File: src/pkg/mica_pkg.sv
// Package with register map, field layout and carrier types of the block.
package mica_pkg;

   // ----------------------------------------------------------------------
   // Register map
   // ----------------------------------------------------------------------
   localparam logic [7:0]  DROP_COUNT_OFS  = 8'ha0;
   localparam logic [7:0]  CSR_COMMAND_OFS = 8'ha4;
   localparam logic [7:0]  CSR_DATA_OFS    = 8'ha8;
   localparam logic [7:0]  IRQ_STATUS_OFS  = 8'hb0;
   localparam logic [7:0]  IRQ_MASK_OFS    = 8'hb4;

   // ----------------------------------------------------------------------
   // Field layout and reset values
   // ----------------------------------------------------------------------
   localparam int          BUSY_BIT        = 31;
   localparam int          DIR_BIT         = 30;
   localparam int          INDEX_MSB       = 7;
   localparam int          HALF_FLAG_BIT   = 23;
   localparam logic [31:0] ZERO_WORD       = 32'h0000_0000;
   localparam logic [31:0] HALF_POINT      = 32'h8000_0000;
   localparam logic [31:0] HALF_BELOW      = 32'h7fff_ffff;
   localparam logic [31:0] IRQ_IMPL_MASK   = 32'h0080_0000;

   // ----------------------------------------------------------------------
   // Carriers
   // ----------------------------------------------------------------------
   typedef struct packed {
      logic       busy;
      logic       read;
      logic [7:0] index;
   } mica_cmd_s;

   typedef struct packed {
      logic        req;
      logic        read;
      logic [7:0]  index;
      logic [31:0] wdata;
   } mica_csr_req_s;

   typedef enum logic [2:0] {
      MICA_IDLE = 3'b001,
      MICA_REQ  = 3'b010,
      MICA_WAIT = 3'b100
   } mica_state_e;

endpackage

File: src/rtl/mica_top.sv
// Dropped-frame counter and indirect MAC register access over APB.
`timescale 1ns/1ps
module mica_top (
   input  wire logic        pclk,
   input  wire logic        presetn,
   input  wire logic        psel,
   input  wire logic        penable,
   input  wire logic        pwrite,
   input  wire logic [7:0]  paddr,
   input  wire logic [31:0] pwdata,
   output logic [31:0]      prdata,
   output logic             pready,
   output logic             pslverr,
   input  wire logic        frame_dropped,
   output logic             csr_req,
   output logic             csr_read,
   output logic [7:0]       csr_index,
   output logic [31:0]      csr_wdata,
   input  wire logic        csr_ack,
   input  wire logic [31:0] csr_rdata,
   output logic             irq
);

   // ----------------------------------------------------------------------
   // Bus decode
   // ----------------------------------------------------------------------
   logic        setup;
   logic        wr_en;
   logic        rd_en;
   logic        hit_drop;
   logic        hit_cmd;
   logic        hit_data;
   logic        hit_sts;
   logic        hit_msk;
   logic        mapped;

   assign setup    = psel & ~penable;
   assign wr_en    = psel & penable & pready & pwrite;
   assign rd_en    = psel & penable & pready & ~pwrite;
   assign hit_drop = (paddr == mica_pkg::DROP_COUNT_OFS);
   assign hit_cmd  = (paddr == mica_pkg::CSR_COMMAND_OFS);
   assign hit_data = (paddr == mica_pkg::CSR_DATA_OFS);
   assign hit_sts  = (paddr == mica_pkg::IRQ_STATUS_OFS);
   assign hit_msk  = (paddr == mica_pkg::IRQ_MASK_OFS);
   assign mapped   = hit_drop | hit_cmd | hit_data | hit_sts | hit_msk;

   // ----------------------------------------------------------------------
   // Registers
   // ----------------------------------------------------------------------
   logic [31:0]        tally_reg;
   logic [31:0]        tally_next;
   mica_pkg::mica_cmd_s cmd_reg;
   mica_pkg::mica_cmd_s cmd_next;
   logic [31:0]        wdata_reg;
   logic [31:0]        fetch_reg;
   logic [31:0]        sts_reg;
   logic [31:0]        sts_next;
   logic [31:0]        msk_reg;
   mica_pkg::mica_state_e state_reg;
   mica_pkg::mica_state_e state_next;
   logic               drop_s1;
   logic               drop_s2;
   logic               drop_s3;
   logic               drop_pulse;
   logic               half_cross;
   logic               start;
   logic               done;

   // The drop strobe comes from the MAC's domain, so it is synchronised
   // and edge detected; one frame drop is one rising edge.
   always_ff @(posedge pclk or negedge presetn) begin
      if (!presetn) begin
         drop_s1 <= 1'b0;
         drop_s2 <= 1'b0;
         drop_s3 <= 1'b0;
      end else begin
         drop_s1 <= frame_dropped;
         drop_s2 <= drop_s1;
         drop_s3 <= drop_s2;
      end
   end
   assign drop_pulse = drop_s2 & ~drop_s3;

   // clear on read
   // The clearing read takes away only what the setup cycle captured into
   // prdata, so drops counted between setup and access, or in the access
   // cycle itself, stay in the tally and no event is lost.
   assign tally_next = rd_en && hit_drop
                     ? tally_reg - prdata + {31'h0000_0000, drop_pulse}
                     : tally_reg + {31'h0000_0000, drop_pulse};
   assign half_cross = drop_pulse &&
                       (tally_reg == mica_pkg::HALF_BELOW) &&
                       !(rd_en && hit_drop);

   assign start = wr_en && hit_cmd && !cmd_reg.busy &&
                  pwdata[mica_pkg::BUSY_BIT];
   assign done  = (state_reg == mica_pkg::MICA_WAIT) && csr_ack;

   always_comb begin
      cmd_next = cmd_reg;
      if (wr_en && hit_cmd && !cmd_reg.busy) begin
         cmd_next.read  = pwdata[mica_pkg::DIR_BIT];
         cmd_next.index = pwdata[mica_pkg::INDEX_MSB:0];
         cmd_next.busy  = pwdata[mica_pkg::BUSY_BIT];
      end
      if (done) begin
         cmd_next.busy = 1'b0;
      end
   end

   // Status bits set by hardware win over a same-cycle write-one clear.
   assign sts_next = (sts_reg & ~(wr_en && hit_sts ? pwdata : 32'h0))
                   | (half_cross ? mica_pkg::IRQ_IMPL_MASK : 32'h0);

   always_comb begin
      state_next = state_reg;
      unique case (state_reg)
         mica_pkg::MICA_IDLE: begin
            if (start) begin
               state_next = mica_pkg::MICA_REQ;
            end
         end
         mica_pkg::MICA_REQ: begin
            state_next = mica_pkg::MICA_WAIT;
         end
         mica_pkg::MICA_WAIT: begin
            if (csr_ack) begin
               state_next = mica_pkg::MICA_IDLE;
            end
         end
         default: begin
            state_next = mica_pkg::MICA_IDLE;
         end
      endcase
   end

   always_ff @(posedge pclk or negedge presetn) begin
      if (!presetn) begin
         tally_reg <= mica_pkg::ZERO_WORD;
         cmd_reg   <= '0;
         sts_reg   <= mica_pkg::ZERO_WORD;
         msk_reg   <= mica_pkg::ZERO_WORD;
         state_reg <= mica_pkg::MICA_IDLE;
      end else begin
         tally_reg <= tally_next;
         cmd_reg   <= cmd_next;
         sts_reg   <= sts_next & mica_pkg::IRQ_IMPL_MASK;
         state_reg <= state_next;
         if (wr_en && hit_msk) begin
            msk_reg <= pwdata & mica_pkg::IRQ_IMPL_MASK;
         end
      end
   end

   always_ff @(posedge pclk or negedge presetn) begin
      if (!presetn) begin
         wdata_reg <= mica_pkg::ZERO_WORD;
         fetch_reg <= mica_pkg::ZERO_WORD;
      end else begin
         if (wr_en && hit_data && !cmd_reg.busy) begin
            wdata_reg <= pwdata;
         end
         if (done && cmd_reg.read) begin
            fetch_reg <= csr_rdata;
         end
      end
   end

   // ----------------------------------------------------------------------
   // Internal register port
   // ----------------------------------------------------------------------
   // The request is held as a level until the MAC acknowledges it.
   always_ff @(posedge pclk or negedge presetn) begin
      if (!presetn) begin
         csr_req   <= 1'b0;
         csr_read  <= 1'b0;
         csr_index <= 8'h00;
         csr_wdata <= mica_pkg::ZERO_WORD;
      end else begin
         if (state_reg == mica_pkg::MICA_REQ) begin
            csr_req   <= 1'b1;
            csr_read  <= cmd_reg.read;
            csr_index <= cmd_reg.index;
            csr_wdata <= wdata_reg;
         end else if (done) begin
            csr_req   <= 1'b0;
         end
      end
   end

   // ----------------------------------------------------------------------
   // Read data and answer
   // ----------------------------------------------------------------------
   logic [31:0] cmd_word;
   logic [31:0] data_word;
   logic [31:0] rd_mux;

   assign cmd_word = {cmd_reg.busy, cmd_reg.read, 22'h00_0000,
                      cmd_reg.index};
   assign data_word = cmd_reg.read ? fetch_reg : wdata_reg;
   assign rd_mux = hit_drop ? tally_reg :
                   hit_cmd  ? cmd_word  :
                   hit_data ? data_word :
                   hit_sts  ? sts_reg   :
                   hit_msk  ? msk_reg   : mica_pkg::ZERO_WORD;

   // Zero wait states: pready rises in the access cycle after setup.
   always_ff @(posedge pclk or negedge presetn) begin
      if (!presetn) begin
         pready  <= 1'b0;
         pslverr <= 1'b0;
         prdata  <= mica_pkg::ZERO_WORD;
         irq     <= 1'b0;
      end else begin
         pready  <= setup;
         pslverr <= setup & ~mapped;
         prdata  <= setup && !pwrite ? rd_mux : mica_pkg::ZERO_WORD;
         irq     <= |(sts_next & msk_reg & mica_pkg::IRQ_IMPL_MASK);
      end
   end

endmodule

File: config.mk
export PLATFORM = sky130hd
export DESIGN_NAME = mica_top
export DESIGN_NICKNAME = d
export VERILOG_FILES = /design/src/pkg/mica_pkg.sv /design/src/rtl/mica_top.sv
export SDC_FILE = /design/constraint.sdc
export NUM_CORES = 1
export LEC_CHECK = 0
export ABC_AREA = 1
export ABC_CLOCK_PERIOD_IN_PS = 2950
export BUFFER_PORTS_ARGS = -buffer_cell sky130_fd_sc_hd__buf_4
export CORE_MARGIN = 2
export CORE_UTILIZATION = 59
export CTS_BUF_LIST = sky130_fd_sc_hd__clkbuf_8 sky130_fd_sc_hd__clkbuf_16
export DETAILED_ROUTE_END_ITERATION = 10
export GPL_ROUTABILITY_DRIVEN = 0
export GPL_TIMING_DRIVEN = 0
export PLACE_DENSITY = 0.89
export SLEW_MARGIN = 5
export SYNTH_ARGS = -nofsm -noshare
export SYNTH_HDL_FRONTEND = slang
export SYNTH_SLANG_ARGS = --single-unit
File: constraint.sdc
create_clock -name pclk -period 2.95 [get_ports pclk]
set_clock_uncertainty 0.15 [all_clocks]
set_input_delay 0.295 -clock pclk [delete_from_list [all_inputs] [get_ports pclk]]
set_output_delay 0.295 -clock pclk [all_outputs]
set_load 0.01 [all_outputs]
After elaboration in Yosys (flattened, before gate mapping)
Index checks and enable logic that the tools add are counted.

operators by class
  bitwise operators = 19
  reduce and logical (&&, ||, !) cells = 19
  add/sub/neg operators = 3
  eq/ne operators = 11
  multiplexer cells = 17

operators with widths
  kind                  count
  $mux 32               6
  $mux 24               4
  $add 32x1->32         2
  $and 24x24->24        2
  $eq 8x8->1 const B    5
  $eq 32x31->1 const B  1
  $sub 32x32->32        1
  $not 24->24           1
  $or 24x24->24         1
  $logic_and 1x1->1     13
  $mux 10               1
  $pmux 3 s3            1
  $and 1x1->1           7
  $mux 3                2
  $ne 2x2->1 const B    2
  $not 1->1             4
  $or 1x1->1            4
  $reduce_bool 2->1     2
  $eq 3x1->1 const B    1
  $eq 3x2->1 const B    1
  $eq 3x3->1 const B    1
  $logic_not 1->1       3
  $mux 1                3
  $reduce_and 2->1      1

storage, ports and cells
  output and inout bits = 77
  word-level logic and storage cells = 89
  bits in registers = 191
  input port bits = 79

Logic depth before layout (Yosys ltp)
  depth in word-level cells = 9
  mapped depth = 17
  mapped depth without buffers = 17

Worst setup path before layout
Ideal clock, no wire load.

  kind = register to register
  start = register drop_s3
  end = register tally_reg[28]
  period minus slack after synthesis = 2.418 ns
  required time = 2.683 ns
  setup time = 0.117 ns
  buffers on the path = 0
  arrival time = 2.151 ns
  slack = 0.532 ns
  stages on the path, launching flop included = 15
  cell sequence = dfrtp_1 -> nor2_1 -> inv_1 -> ha_1 -> inv_1 -> ha_1 -> fa_1 -> nand3_1 -> nand3_1 -> nand3_1 -> nand3_1 -> nand2_1 -> nand3_1 -> nand3_1 -> nand2_1

on the way
  word-level cells in the longest chain between the ends = 4
  elaborated cells between the ends (all ways) = 5

RTL lines
  item                                     RTL line                        RTL
  from (decl)                              mica_top.sv:63                  logic drop_s3;
  from (signal assigned)                   mica_top.sv:79                  drop_s3 <= drop_s2;
  $not 1->1 *                              mica_top.sv:82                  assign drop_pulse = drop_s2 & ~drop_s3;
  $and 1x1->1 *                            mica_top.sv:82
  $add 32x1->32, on equally long branches  mica_top.sv:90, mica_top.sv:89
  $mux 32 *                                mica_top.sv:89                  ? tally_reg - prdata + {31'h0000_0000, drop_pulse}
  named net tally_next[28]                 mica_top.sv:51                  logic [31:0] tally_next;
  to (signal assigned)                     mica_top.sv:139                 tally_reg <= mica_pkg::ZERO_WORD;
  to (signal assigned)                     mica_top.sv:145                 tally_reg <= tally_next;
  to (decl)                                mica_top.sv:50                  logic [31:0] tally_reg;

The timed path passes the listed nets; every way through them passes the cells marked *.
A chain may end at the register's enable or synchronous reset.

Worst setup path after layout
  start = register drop_s3
  end = register tally_reg[30]

Same word-level chain as after synthesis.

==> results.md <==
| Group | Metric | Value |
|:---|:---|:---|
| outcome | Status | finished with violations |
| outcome | Violated checks | hold timing |
| synth | Fraction of synthesized cell area taken by the top area cell type | 41.7% |
| sta | Hold slack final | -21.0 ps |
| cts | Post CTS Setup Buffer Count | 0 |
| setup path | Cell with the largest stage delay on the worst path | sky130_fd_sc_hd__dfrtp_1 |
| drt | Number of remaining DRC errors | 0 |
| sta | RSZ-0062 raised after global routing | false |
| sta | Final worst path period share | 92.4% |
| drt | Number of vias after detailed routing | 12100 |
| synth | Synthesized netlist cell count | 1505 |
| cts | Clock insertion delay at the later pin of the skew report | 450 ps |
| sta | Transition time of the tightest slew-check pin | 628 ps |
| setup path | Largest fanout on the critical path | 4 |
| placed design | HPWL after detailed placement | 25800 um |
| global route | Number of antenna violations at the first check in global routing | 0 |
| synth | Synth top area cells | sky130_fd_sc_hd__dfrtp_1 (42%), sky130_fd_sc_hd__nand2_1 (15%), sky130_fd_sc_hd__inv_1 (8.1%) |
| synth | Total standard cell area after synthesis | 11400 sq um |
| drt | 1st-iter DRT viols | 1462 |
| cts | Clock tree from TritonCTS | yes |
| power | Pwr dens | 470 nW/um^2 |
| setup path | Crit path largest cell delay | 400 ps |
| floorplan | Area of the die | 20500 sq um |
| drt | WL/cell | 19.7 um |
| floorplan | Standard-cell rows | 50 |
| setup path | Worst setup EP type | flop |
| floorplan | Overall die width | 143 um |
| final layout | ANT cells | 0 |
| setup path | Worst path bufs/invs | 2 |
| synth | Sequential area share after synthesis | 41.9% |
| setup path | CP delay by family, top | simple AND/OR/NAND/NOR gates |
| floorplan | Vert. Die Dim | 143 um |
| cts | H-tree depth | 4 |
| sta | Final count of negative-setup-slack endpoints | 0 |
| drt | Drt via density | 5.98 |
| global route | Pin count of the biggest net entering global routing | 116 |
| drt | Routed wire length | 39700 um |
| global route | Global-route total usage across every layer | 39.7% |
| power | Worst VDD drop | 373 uV |
| final layout | Final layout net count | 1890 |
| synth | Yosys synthesis warning count | 0 |
| sta | Highest clock rate | 367 MHz |
| power | Lkg Pwr | 7.50 nW |
| final layout | Area growth syn-to-layout | 24.5% |
| final layout | Register area | 4780 sq um |
| synth | Unique cell type count in the Yosys netlist | 39 |
| sta | Final hold violation count | 1 |
| final layout | Layout filler cell count | 1120 |
| final layout | Most common cell after layout, fill and taps aside | sky130_fd_sc_hd__nand2_1 |
| floorplan | Initial standard-cell utilization of the core | 60.6% |
| drt | 1st-pass router iterations | 6 |
| hold path | Hold/Removal Path Class | in -> reg |
| global route | First-pass GRT wire length | 62700 um |
| cts | TritonCTS sink count | 191 |
| drt | Count of antenna-violating nets left after detailed routing | 0 |
| sta | Worst slew margin relative to its limit | 58.1% |
| cts | CTS Root Buffer Type | sky130_fd_sc_hd__clkbuf_16 |
| final layout | Layout Utilization | 75.4% |
| setup path | Worst EP required | 3110 ps |
| setup path | Most numerous cell on the critical path | sky130_fd_sc_hd__nand2_1 |
| cts | Buffer levels on the longest clock path | 2 |
| global route | Via count of the first global-routing pass | 12200 |
| synth | Net count after synthesis | 1649 |
| sta | Count of pins over their slew limit | 0 |
| setup path | Worst Setup Path Type | reg -> reg |
| global route | Overflow left after global routing | 0 |
| final layout | Most used cells in the layout excluding fill and tap cells | sky130_fd_sc_hd__nand2_1 (464), sky130_fd_sc_hd__inv_1 (246), sky130_fd_sc_hd__dfrtp_1 (190), sky130_fd_sc_hd__buf_4 (156), sky130_fd_sc_hd__nor2_1 (105) |
| synth | Post-synthesis register bit count | 191 |
| setup path | List of cells traversed by the critical path | nor2_4 -> inv_1 -> ha_1 -> inv_1 -> ha_1 -> fa_2 -> nand2_1 -> nand3_1 -> nand2_1 -> nand2_1 -> nand2_1 -> nand3_1 -> nand3_1 -> nand2_1 |
| setup path | Element type at the critical path start | flop |
| cts | Clk slew on worst S/H paths | 80 ps |
| floorplan | Top-level I/O count | 156 |
| placed design | Count of input and output buffers | 155 |
| cts | Clock buffer count from CTS | 17 |
| flow run | Max cap viols | 0 |
| floorplan | Placeable core region | 18800 sq um |
| final layout | Share of layout cells above drive strength 1 | 15.7% |
| synth | Library cell occupying the most area in the post-synthesis netlist | sky130_fd_sc_hd__dfrtp_1 |
| setup path | Critical path arrival | 2880 ps |
| sta | Minimum clock period after layout | 2720 ps |
| final layout | Area occupied by multi-input gates | 5500 sq um |
| synth | Syn avg cell area | 7.58 sq um |
-- layer usage --
| metal | share of wire (%) | track usage (%) |
|---|---|---|
| met1 | 34 | 46.3 |
| met2 | 47 | 65.5 |
| met3 | 11 | 10.1 |
| met4 | 7.6 | 25.5 |
| met5 | 0 | 0 |
-- cells by family after synthesis --
logic type	share of synthesized area (%)
simple gates	24.9
buf+inv	10.1
compound gates	9.89
flops	41.9
fa+ha+maj	7.19
xor+xnor	2.69
mux	3.36
-- worst reg2reg max path: cells and delay by family (launching register included) --
| kind | cells | cell delay (ps) |
|---|---|---|
| simple gates | 9 | 1030 |
| buf+inv | 2 | 110 |
| fa+ha+maj | 3 | 890 |
| flops | 1 | 400 |
-- final cells by class --
cell class | count | share of cell area [%]
Buffer | 39 | 1.44
Clock buffer | 18 | 3.09
Clock inverter | 13 | 1.04
Inverter | 252 | 6.66
Multi-Input combinational cell | 1023 | 38.7
Sequential cell | 191 | 33.7
Tap cell | 260 | 2.29
Timing Repair Buffer | 222 | 13.1
-- per-stage QoR --
stage / setup TNS, ps / cells / cell area [sq um] / power (mW) / setup slack, ps
floorplan: 0 / 1505 / 11400 / 3.77 / 532
global placement: 0 / 1920 / 12900 / 4.19 / 18.3
detailed placement: -109 / 1921 / 12900 / 4.25 / -50.7
CTS: 0 / 2018 / 14200 / 6.57 / 47.2
global route: 0 / 2018 / 14200 / 6.96 / 61.2
finish: 0 / 2018 / 14200 / 6.68 / 225
-- synth_stat cells, drive strengths merged --
| library cell | n |
|---|---|
| nand2 | 469 |
| inv | 251 |
| dfrtp | 190 |
| nor2 | 116 |
| o21ai | 94 |
| a21oi | 73 |
| ha | 64 |
| nand3 | 60 |
| mux2 | 34 |
| o211ai | 28 |
| buf | 23 |
| nor3 | 22 |
| xnor2 | 18 |
| xor2 | 17 |
| clkbuf | 16 |
| nand4 | 13 |
| o21bai | 4 |
| o221ai | 3 |
| and2 | 2 |
| nand3b | 2 |
| a211oi | 1 |
| a21boi | 1 |
| a21o | 1 |
| clkinv | 1 |
| dfstp | 1 |
| fa | 1 |
-- report_power, final --
part | internal (mW) | total (mW) | switching (mW)
combinational | 0.614 | 1.60 | 0.991
sequential | 2.66 | 2.74 | 0.0798
clock | 1.22 | 2.33 | 1.11
-- what timing repair did --
item / CTS / global route
resized for setup: 1 / 4
endpoints found under the setup margin: 4 / 8
hold buffers: 66 / 0
hold endpoints to repair: 143 / 0
-- final timing paths --
| path | from | end | slack (ps) | cells after the start |
|---|---|---|---|---|
| worst max register to register | drop_s3$_DFF_PN0_ | tally_reg[30]$_DFF_PN0_ | 230 | 14 |
| worst min register to register | drop_s1$_DFF_PN0_ | drop_s2$_DFF_PN0_ | 200 | 0 |
| worst max-delay path | drop_s3$_DFF_PN0_ | tally_reg[30]$_DFF_PN0_ | 230 | 14 |
| worst min-delay path | pwdata[1] | wdata_reg[1]$_DFFE_PN0P_ | -20 | 3 |
| min in group asynchronous | presetn | wdata_reg[3]$_DFFE_PN0P_ | 280 | 2 |
| max in group asynchronous | presetn | fetch_reg[24]$_DFFE_PN0P_ | 1410 | 3 |
Note: power is estimated with default switching activity, not from simulation.
